--- config.mk ---
export PLATFORM = sky130hd
export DESIGN_NAME = spectral_alarm_regs
export DESIGN_NICKNAME = d
export VERILOG_FILES = /design/src/rtl/spectral_alarm_pkg.sv /design/src/rtl/spectral_alarm_regs.sv
export SDC_FILE = /design/constraint.sdc
export NUM_CORES = 2
export LEC_CHECK = 0
export BUFFER_PORTS_ARGS = -buffer_cell sky130_fd_sc_hd__buf_4
export CAP_MARGIN = 5
export CORE_MARGIN = 2
export CORE_UTILIZATION = 45
export DETAILED_ROUTE_END_ITERATION = 8
export GPL_ROUTABILITY_DRIVEN = 0
export SLEW_MARGIN = 20
export SYNTH_ARGS = -nofsm -noshare
export SYNTH_HDL_FRONTEND = slang
export SYNTH_SLANG_ARGS = --single-unit
export TNS_END_PERCENT = 100
--- constraint.sdc ---
create_clock -name sys_clk -period 72.4 [get_ports sys_clk]
set_input_delay 10.86 -clock sys_clk [delete_from_list [all_inputs] [get_ports sys_clk]]
set_output_delay 10.86 -clock sys_clk [all_outputs]
set_load 0.03 [all_outputs]
--- src/rtl/spectral_alarm_pkg.sv ---
// Shared constants and carriers of the spectral alarm register bank
package spectral_alarm_pkg;
	// ==============================
	// Register byte offsets
	localparam logic [7:0] ADDR_WARN_X = 8'h24;
	localparam logic [7:0] ADDR_WARN_Y = 8'h26;
	localparam logic [7:0] ADDR_CRIT_X = 8'h28;
	localparam logic [7:0] ADDR_CRIT_Y = 8'h2A;
	localparam logic [7:0] ADDR_SYS_THR = 8'h2E;
	localparam logic [7:0] ADDR_CTL = 8'h30;
	localparam logic [7:0] ADDR_DIAG = 8'h34;
	localparam logic [7:0] ADDR_CMD = 8'h36;
	localparam logic [7:0] ADDR_STAT_X = 8'h38;
	localparam logic [7:0] ADDR_STAT_Y = 8'h3A;
	localparam logic [7:0] ADDR_PEAK_X = 8'h3C;
	localparam logic [7:0] ADDR_PEAK_Y = 8'h3E;
	localparam logic [7:0] ADDR_BIN_X = 8'h44;
	localparam logic [7:0] ADDR_BIN_Y = 8'h46;
	localparam logic [7:0] ADDR_GPO = 8'h48;
	// ==============================
	// Reset values
	localparam logic [15:0] CTL_RESET = 16'h0080;
	localparam logic [15:0] ZERO16 = 16'h0000;
	// ==============================
	// Field positions
	localparam int CTL_S_EN = 3;
	localparam int CTL_S_SRC = 4;
	localparam int CTL_S_POL = 5;
	localparam int CTL_DO_EN = 6;
	localparam int CTL_LATCH = 7;
	localparam int CTL_DLY = 8;
	localparam int CMD_CLR_STAT = 4;
	localparam int CMD_CLEAR = 9;
	localparam int CMD_SAVE = 12;
	localparam int DIAG_SYS = 0;
	localparam int DIAG_REJ = 1;
	localparam int DIAG_SPEC = 2;
	localparam int NBANDS = 6;
	localparam logic [2:0] FN_ALARM = 3'h1;
	localparam logic [4:0] CNT_MAX = 5'h10;
	// ==============================
	// Carriers
	typedef struct packed {
		logic [7:0] addr;
		logic [15:0] wdata;
		logic wr;
		logic rd;
	} host_req_t;
	typedef struct packed {
		logic valid;
		logic [1:0][5:0][15:0] mag;
		logic [1:0][5:0][7:0] bin;
		logic [15:0] temp;
		logic [15:0] supply;
	} record_t;
	typedef struct packed {
		logic [1:0][15:0] warn;
		logic [1:0][15:0] crit;
		logic [15:0] sys_thr;
		logic [15:0] ctl;
		logic [5:0] gpo;
		logic [1:0][15:0] stat;
		logic [1:0][15:0] peak;
		logic [1:0][7:0] bin;
		logic [2:0] diag;
		logic saved;
		logic [23:0][4:0] cnt;
		logic [15:0] rdata;
		logic do1;
		logic do2;
	} state_t;
endpackage

--- src/rtl/spectral_alarm_regs.sv ---
// Spectral alarm register bank with band evaluation and alarm pins
// What this block does
// - X critical threshold, RW, resets zero
// - Y critical threshold, RW, resets zero
// - System threshold compares chosen measurement
// - Save ignored once storage already written
// - Output function selected by low six bits
// - Output one warning, output two critical
// - Diagnostic, band flags, peak and bin kept
// - Band status covers current rate only
// - Band n: bit 2n+3 critical, 2n+2 warning
// - Band one warning bit 4, bit 3 zero
// - Bits 2:0 hold most critical band
// - Per-axis worst peak magnitude readable
// - Per-axis worst FFT bin readable
// - Source: 1 temperature; polarity 1 less-than
// - Flag sets after response delay records
// - Output enable bit routes alarms to pins
module spectral_alarm_regs (
	input wire logic sys_clk,
	input wire logic reset_n,
	input wire spectral_alarm_pkg::host_req_t host,
	output logic [15:0] rd_data,
	input wire spectral_alarm_pkg::record_t rec,
	output logic digital_output_one,
	output logic digital_output_two
);
	import spectral_alarm_pkg::*;

	// ==============================
	// State
	state_t q; // Registered state
	state_t d; // Next state
	logic [2:0] ev; // Diagnostic events
	logic [2:0] upd; // Diagnostic bits refreshed
	logic [15:0] thr; // Threshold under test
	logic [4:0] cn; // Next persistence count
	logic [4:0] idx; // Counter index
	logic cond; // Level exceeded
	logic flag; // Persistent alarm
	logic [2:0] best; // Worst band number
	logic [1:0] blvl; // Worst level seen
	logic [15:0] bmag; // Worst band magnitude
	logic [7:0] bbin; // Worst band bin
	logic [15:0] mmag; // Strongest content
	logic [7:0] mbin; // Strongest content bin
	logic [15:0] sval; // System measurement
	logic strig; // System alarm hit
	logic anyw; // Any warning flag
	logic anyc; // Any critical flag

	// ==============================
	// Next-state logic
	always_comb begin
		d = q;
		ev = '0;
		upd = '0;
		thr = '0;
		cn = '0;
		idx = '0;
		cond = 1'b0;
		flag = 1'b0;
		best = '0;
		blvl = '0;
		bmag = '0;
		bbin = '0;
		mmag = '0;
		mbin = '0;
		sval = '0;
		strig = 1'b0;
		anyw = 1'b0;
		anyc = 1'b0;
		d.rdata = '0;
		// Read mux, answer next cycle
		if (host.rd) begin
			case (host.addr)
				ADDR_WARN_X: d.rdata = q.warn[0];
				ADDR_WARN_Y: d.rdata = q.warn[1];
				ADDR_CRIT_X: d.rdata = q.crit[0];
				ADDR_CRIT_Y: d.rdata = q.crit[1];
				ADDR_SYS_THR: d.rdata = q.sys_thr;
				ADDR_CTL: d.rdata = q.ctl;
				ADDR_DIAG: d.rdata = {13'h0000, q.diag};
				ADDR_STAT_X: d.rdata = q.stat[0];
				ADDR_STAT_Y: d.rdata = q.stat[1];
				ADDR_PEAK_X: d.rdata = q.peak[0];
				ADDR_PEAK_Y: d.rdata = q.peak[1];
				ADDR_BIN_X: d.rdata = {8'h00, q.bin[0]};
				ADDR_BIN_Y: d.rdata = {8'h00, q.bin[1]};
				ADDR_GPO: d.rdata = {10'h000, q.gpo};
				default: d.rdata = '0;
			endcase
		end
		// Register writes
		if (host.wr) begin
			case (host.addr)
				ADDR_WARN_X: d.warn[0] = host.wdata;
				ADDR_WARN_Y: d.warn[1] = host.wdata;
				ADDR_CRIT_X: d.crit[0] = host.wdata;
				ADDR_CRIT_Y: d.crit[1] = host.wdata;
				ADDR_SYS_THR: d.sys_thr = host.wdata;
				ADDR_CTL: d.ctl = {4'h0, host.wdata[11:0]};
				ADDR_GPO: d.gpo = host.wdata[5:0];
				ADDR_CMD: begin
					if (host.wdata[CMD_CLEAR]) begin
						d.warn = '0;
						d.crit = '0;
						d.saved = 1'b0;
					end else if (host.wdata[CMD_SAVE]) begin
						if (q.saved) begin
							ev[DIAG_REJ] = 1'b1;
						end else begin
							d.saved = 1'b1;
						end
						upd[DIAG_REJ] = 1'b1;
					end
				end
				default: begin
					// Read-only or unmapped: ignored
				end
			endcase
		end
		if (rec.valid) begin
			for (int a = 0; a < 2; a++) begin
				best = '0;
				blvl = '0;
				bmag = '0;
				bbin = '0;
				mmag = '0;
				mbin = '0;
				d.stat[a] = '0;
				for (int n = 0; n < NBANDS; n++) begin
					if (rec.mag[a][n] >= mmag) begin
						mmag = rec.mag[a][n];
						mbin = rec.bin[a][n];
					end
					for (int l = 0; l < 2; l++) begin
						thr = (l == 1) ? q.crit[a] : q.warn[a];
						cond = q.ctl[a] && (rec.mag[a][n] > thr);
						idx = 5'(a * 12 + n * 2 + l);
						if (!cond) begin
							cn = '0;
						end else if (q.cnt[idx] == CNT_MAX) begin
							cn = CNT_MAX;
						end else begin
							cn = q.cnt[idx] + 5'h01;
						end
						d.cnt[idx] = cn;
						flag = cond && (cn > {1'b0, q.ctl[CTL_DLY+:4]});
						// Band one from bit 4
						// Bits 3:0 belong to band number and spare bit
						d.stat[a][2*n+4+l] = flag;
						if (flag && (2'(l + 1) > blvl
								|| (2'(l + 1) == blvl && rec.mag[a][n] > bmag))) begin
							blvl = 2'(l + 1);
							best = 3'(n + 1);
							bmag = rec.mag[a][n];
							bbin = rec.bin[a][n];
						end
					end
				end
				d.stat[a][2:0] = best;
				d.peak[a] = (best != 3'h0) ? bmag : mmag;
				d.bin[a] = (best != 3'h0) ? bbin : mbin;
				anyw = anyw | (|d.stat[a][15:4]);
			end
			sval = q.ctl[CTL_S_SRC] ? rec.temp : rec.supply;
			strig = q.ctl[CTL_S_POL] ? (sval < q.sys_thr) : (sval > q.sys_thr);
			ev[DIAG_SYS] = q.ctl[CTL_S_EN] && strig;
			ev[DIAG_SPEC] = anyw;
			upd[DIAG_SYS] = 1'b1;
			upd[DIAG_SPEC] = 1'b1;
		end
		// Diagnostic flags: set wins over clear
		if (host.wr && host.addr == ADDR_CMD && host.wdata[CMD_CLR_STAT]) begin
			d.diag = ev;
		end else if (q.ctl[CTL_LATCH]) begin
			d.diag = q.diag | ev;
		end else begin
			d.diag = (q.diag & ~upd) | ev;
		end
		// Any level flag on either axis
		anyw = 1'b0;
		anyc = 1'b0;
		for (int a = 0; a < 2; a++) begin
			for (int n = 0; n < NBANDS; n++) begin
				anyw = anyw | q.stat[a][2*n+4];
				anyc = anyc | q.stat[a][2*n+5];
			end
		end
		// Warning to one, critical to two
		d.do1 = q.ctl[CTL_DO_EN] && (q.gpo[2:0] == FN_ALARM) && anyw;
		d.do2 = q.ctl[CTL_DO_EN] && (q.gpo[5:3] == FN_ALARM) && anyc;
	end

	// ==============================
	// State register
	always_ff @(posedge sys_clk or negedge reset_n) begin
		if (!reset_n) begin
			q <= '0;
			q.ctl <= CTL_RESET;
		end else begin
			q <= d;
		end
	end

	// Outputs straight from flops
	assign rd_data = q.rdata;
	assign digital_output_one = q.do1;
	assign digital_output_two = q.do2;
endmodule // spectral_alarm_regs

Yosys cells after proc, flatten, opt, wreduce, memory -nomap -nowiden:

Index checks and enable logic that the tools add are counted.

* bits in registers: 318
* bits in latches: 0
* memory bits (writable): 0
* memory bits (read-only): 0
* memories: 0

* add/subtract/negate cells: 24
* $mul: 0
* divide/modulo/power cells: 0
* order comparisons: 106
* equal/unequal tests: 64
* shift operators: 0
* muxes and demuxes: 275
* bitwise logic cells: 27
* reduce and logical (&&, ||, !) cells: 138

Operators by type and width (number)
* $mux W16: 72
* $gt A16 B16 Y1: 47
* $mux W5: 72
* $mux W8: 38
* $pmux W16 S14: 1
* $ge A16 B16 Y1: 10
* $pmux W16 S2: 4
* $add A5 B1 Y5 const B: 24
* $eq A5 B5 Y1 const B: 24
* $gt A5 B4 Y1: 24
* $logic_and A1 B1 Y1: 99
* $eq A8 B6 Y1 const B: 12
* $mux W2: 42
* $mux W3: 26
* $mux W64: 1
* $ge A16 B1 Y1 const B: 2
* $eq A2 B2 Y1 const A: 12
* $eq A8 B7 Y1 const B: 3
* $gt A2 B2 Y1 const A: 12
* $reduce_or A12 Y1: 2
* $or A1 B1 Y1: 23
* $logic_or A1 B1 Y1: 22
* $eq A1 B2 Y1 const A: 10
* $gt A1 B2 Y1 const A: 10
* 11 further kinds: 42

Longest topological paths before layout:

* depth after elaboration: 76
* gate-level depth with buffers: 173
* depth with buffers taken out: 157

Least setup slack after synthesis:

OpenSTA, ideal clock, no wires.

* kind: input to register
* from: input rec[141] (netlist name)
* to: register q[158] (netlist name)
* library setup time: 0.077 ns
* arrival: 39.066 ns
* data required time: 72.323 ns
* slack: 33.257 ns
* stages on the path: 168
* path buffers: 16
* cell sequence: ha_1 > a21o_1 > a21o_1 > a211oi_1 > a21oi_1 > o31a_1 > and2_1 > ha_1 > nor2b_1 > o21ai_1 > a32o_1 > a21oi_1 > a21bo_2 > nand2_1 > clkbuf_1 > nand2_1 > ha_1 > nand2_1 > (+132 left out) > nor2_1 > nor2_1 > nand2_1 > a21o_1 > a21oi_1 > nor2b_1 > o21ai_0 > nand2_1 > o21ai_0 > a21oi_1 > nor2_1 > and2_1 > clkbuf_1 > clkbuf_1 > o31ai_1 > a21oi_1 > a21oi_1 > a21oi_1

* cells in the longest elaborated chain, start to end: 76
* elaborated cells between the ends (all ways): 155
* classes of those cells: order compare: 32; eq/ne: 11; mux: 74; reduce/logical: 38

Ends and longest elaborated chain
* start: declaration: line spectral_alarm_regs.sv:24 `input wire spectral_alarm_pkg::record_t rec,`
* $gt A16 B16 Y1: line spectral_alarm_regs.sv:139 `cond = q.ctl[a] && (rec.mag[a][n] > thr);`
* $logic_and A1 B1 Y1: line spectral_alarm_regs.sv:139
* $mux W5: line spectral_alarm_regs.sv:141 `if (!cond) begin`
* $mux W5: line spectral_alarm_regs.sv:123 `if (rec.valid) begin`
* $gt A5 B4 Y1: line spectral_alarm_regs.sv:149 `flag = cond && (cn > {1'b0, q.ctl[CTL_DLY+:4]});`
* $logic_and A1 B1 Y1: line spectral_alarm_regs.sv:149
* $mux W16 / $mux W1 (equally long branches): line spectral_alarm_regs.sv:153 `if (flag && (2'(l + 1) > blvl`
* $mux W16 / $mux W2 (equally long branches): line spectral_alarm_regs.sv:123
* (+60 left out)
* $gt A16 B16 Y1 / $eq A2 B2 Y1 (equally long branches): line spectral_alarm_regs.sv:154 `|| (2'(l + 1) == blvl && rec.mag[a][n] > bmag))) begin`
* $logic_and A1 B1 Y1: line spectral_alarm_regs.sv:154
* $logic_or A1 B1 Y1: line spectral_alarm_regs.sv:154
* $logic_and A1 B1 Y1: line spectral_alarm_regs.sv:153
* $mux W3: line spectral_alarm_regs.sv:153
* $mux W3: line spectral_alarm_regs.sv:123
* $reduce_bool A3 Y1: line spectral_alarm_regs.sv:163 `d.peak[a] = (best != 3'h0) ? bmag : mmag;`
* $mux W16 *: line spectral_alarm_regs.sv:163
* end: declaration: line spectral_alarm_regs.sv:32 `state_t q;`

Every way passes the cells marked *; elsewhere a longest branch is shown, timed or not. The select of a mux whose other input is x is not followed.
A chain may end at the register's enable or synchronous reset.

Worst setup path in the final report:

* from: input rec[239] (netlist name)
* to: register q[154] (netlist name)

* cells in the longest elaborated chain, start to end: 76
* elaborated cells between the ends (all ways): 171
* classes of those cells: order compare: 32; eq/ne: 11; mux: 90; reduce/logical: 38

Ends and longest elaborated chain
* $gt A16 B16 Y1: line spectral_alarm_regs.sv:139
* $logic_and A1 B1 Y1: line spectral_alarm_regs.sv:139
* $mux W5: line spectral_alarm_regs.sv:141
* $mux W5: line spectral_alarm_regs.sv:123
* $gt A5 B4 Y1: line spectral_alarm_regs.sv:149
* $logic_and A1 B1 Y1: line spectral_alarm_regs.sv:149
* $mux W16 / $mux W1 (equally long branches): line spectral_alarm_regs.sv:153
* $mux W16 / $mux W2 (equally long branches): line spectral_alarm_regs.sv:123
* (+60 left out)
* $gt A16 B16 Y1 / $eq A2 B2 Y1 (equally long branches): line spectral_alarm_regs.sv:154
* $logic_and A1 B1 Y1: line spectral_alarm_regs.sv:154
* $logic_or A1 B1 Y1: line spectral_alarm_regs.sv:154
* $logic_and A1 B1 Y1: line spectral_alarm_regs.sv:153
* $mux W3: line spectral_alarm_regs.sv:153
* $mux W3: line spectral_alarm_regs.sv:123
* $reduce_bool A3 Y1: line spectral_alarm_regs.sv:164 `d.bin[a] = (best != 3'h0) ? bbin : mbin;`
* $mux W8 *: line spectral_alarm_regs.sv:164

Marked as above.

==> key figures <==
Outcome
  – Status: completed

Power
  – Leakage: 24.5 nW
  – Power share of the clock group: 0.260
  – Pwr dens: 15.1 mW/mm^2
  – Power, Total: 0.782 mW
  – Sw frac: 0.418
  – Pint: around 0.45 mW
  – Comb pwr share: 0.447
  – NetSw: 0.327 mW
  – Sequential share of power: 0.294
  – Max VDD drop: 17.5 uV

Clock network
  – CTS buffer count: 39
  – Post-CTS Hold Fix Bufs: 0
  – Clk sink count: about 320
  – Clk_lat worst skew: 590 ps
  – CTS tree: yes
  – Longest Clk Path Bufs: 3
  – CTS resizes: 0
  – Clock root buffer: clkbuf_16
  – Setup Buffers After CTS: 0
  – H-tree levels: 2
  – Clock transition at path regs: ~60 ps

Critical path
  – CP Depth: 152
  – Slowest stage cell on the critical path: o41ai_1
  – Critical Path Most Common Cell: a21oi_1
  – Critical R2R Capture: q[154]
  – CP bufs+invs: 14
  – Delay-heaviest family, CP: compound AO/OA/AOI/OAI gates
  – FF-to-FF setup slack: 38950 ps
  – CP max stage delay: a little under 900 ps
  – R2r startpoint: q[277]
  – End point of the critical path: q[154]
  – CP startpoint: rec[239]
  – Critical Path RT: 72850 ps
  – CP Class: input port to flip-flop
  – CP max FO: 31
  – Worst reg-to-reg path cell count: 152
  – Crit start category: input port
  – Worst setup EP type: flip-flop
  – CP arrival: 43410 ps

Timing
  – Clk_skew: 34.2 ps
  – Actual slew at the worst max-slew pin: approximately 1200 ps
  – Slew headroom: 0.190
  – RSZ-0062 raised after global routing: false
  – Final TNS setup: 0 ps
  – Final min period: 42960 ps
  – Min Hold Slack: between 400 and 500 ps
  – Setup-failing EPs final: 0
  – Final Hold Viols: 0
  – Maximum operating frequency: 23.3 MHz
  – Max-slew violations: 0
  – Final period utilization: 0.593

Floorplan
  – DIE AREA: ~0.11 mm^2
  – Die H: 324 um
  – DIE WIDTH: between 300 and 400 um
  – Core area: about 0.10 mm^2
  – # IOs: 367
  – Initial Utilization: 0.453
  – Rows: 117

Placed design
  – Port Buf Inserts: approximately 370
  – Placed Cells incl. Taps: 7197
  – HPWL Detailed: around 150000 um

Min path
  – Hold Path Class: flip-flop to flip-flop
  – Min-delay src: q[141]

Final layout
  – Most frequent cells in the layout: ha_1 (1010), inv_1 (488), buf_4 (454)
  – Commonest non-fill, non-tap cell in the layout: ha_1
  – Cell Count, Final, Fillers Out: between 7000 and 8000
  – Layout cells sized above 1: 0.135
  – P&R area growth vs syn: 12.5%
  – Nets: 7229
  – Fillers: between 9000 and 10000

Global routing
  – Global-route total usage across every layer: 0.339
  – Layer carrying the most global-route usage: met2
  – Initial antenna violation count: 8
  – Global-route wire length before repair: 268000 um
  – Total gr overflow: 0
  – Met1 Use GR: 0.435
  – Met2 usage: 0.537
  – Largest net degree at the start of global routing: 92
  – Vias in the first global route: 42400
  – Grt met3 use: 0.0507

Route
  – WL/cell: 25.0 um
  – Via density: around 6
  – Initial DRC count: 4343
  – Drc violations: 0
  – Vias: roughly 45000
  – First drt pass iteration count: 6
  – Detailed Route WL: about 180000 um
  – Antenna viol nets, final: 0

Yosys
  – Synth unique cells: 104
  – Ys flop type: dfrtp_1
  – Synth Instances: 5568
  – Flops & latches, synth: 318
  – Syn_nets: 6927
  – Syn avg cell area: about 8.3 um^2
  – Post-synth EDFFs: 0
  – Mapped Area: about 0.046 mm^2
  – Post-synthesis sequential area ratio: 0.173
  – Asr flop ratio synth: 1.00
  – YS warnings: 0

Job
  – Max-cap violations: 0
## cell type report
type                    instances  area, um^2  share of cell area
well taps                    1368        1710              0.0330
flip-flops and latches        318        7960               0.153
diodes                          4        10.0            0.000193
clock inverters                17         209             0.00403
clock buffers                  54        1090              0.0210
repair buffers                456        3440              0.0662
inverters                     489        1840              0.0354
multi-input cells            4566       35600               0.687
## worst min path at each step
stage	end	slack, ps	cells after the start
4_1_cts	digital_output_one	480	1
6_report	q[141]	480	2
2_1_floorplan	digital_output_one	420	1
3_3_place_gp	q[141]	460	2
5_1_grt	digital_output_two	510	1
3_5_place_dp	digital_output_one	460	1
## per-layer routing
layer,up-vias,part of all wire
li1,21200,-
met1,21100,0.41
met2,2026,0.43
met3,534,0.083
met4,10,0.071
met5,-,0.00035
## power groups by stage
stage / Clock (mW) / Sequential (mW) / Combinational [mW]
floorplan: 0 / 0.207 / 0.219
finish: 0.203 / 0.230 / 0.350
CTS: 0.206 / 0.227 / 0.343
global route: 0.212 / 0.228 / 0.385
global placement: 0 / 0.230 / 0.335
detailed placement: 0 / 0.230 / 0.341
## sequential cells by signal, indices dropped and copies added (netlist names)
name,count
digital_output_one,1
q,300
digital_output_two,1
rd_data,16
## per-stage QoR
step | cell area [um^2] | utilization | setup slack (ps)
CTS | 51900 | 0.510 | 29830
global placement | 50600 | 0.497 | 29550
detailed placement | 50600 | 0.497 | 29340
floorplan | 46100 | - | 33260
finish | 51900 | 0.510 | 29440
global route | 51900 | 0.510 | 26920
## logic make-up after synthesis
kind of cell,share of synthesized area
adder cells (fa/ha/maj),0.275
AND/OR/NAND/NOR,0.155
multiplexers,0.0890
buffers and inverters,0.0585
AO/OA/AOI/OAI,0.236
XOR/XNOR,0.0142
flip-flops,0.173
## Yosys cell counts, types with 21 or more instances
cell type  number  area share
ha_1         1010        0.27
inv_1         488       0.040
nand2_1       426       0.035
o21ai_0       423       0.046
a21oi_1       384       0.042
dfrtp_1       317        0.17
a21o_1        310       0.050
nor2_1        276       0.022
mux2i_1       188       0.041
mux2_2        183       0.045
clkbuf_1      150       0.012
nand4_1       140       0.019
nand3_1       126       0.014
nor2b_1       104       0.014
nand2b_1       90       0.012
o21a_1         81       0.013
a221oi_1       58       0.011
and2_1         56      0.0076
xor2_1         48      0.0091
nor3_1         47      0.0051
a31oi_1        45      0.0061
and3_1         41      0.0056
o31ai_1        35      0.0057
o211ai_1       31      0.0050
a211oi_1       27      0.0044
or2_2          27      0.0037
xnor2_1        27      0.0051
a222oi_1       23      0.0050
buf_4          22      0.0036
nor4_1         22      0.0030
a22o_1         21      0.0040
nand3b_1       21      0.0034
## tightest hold or removal path, cell delays in order, from the launching register on
cell	delay, ps
dfrtp_1	350
nand2_1	50
nand2_1	50
(Power assumes the default switching activity.)
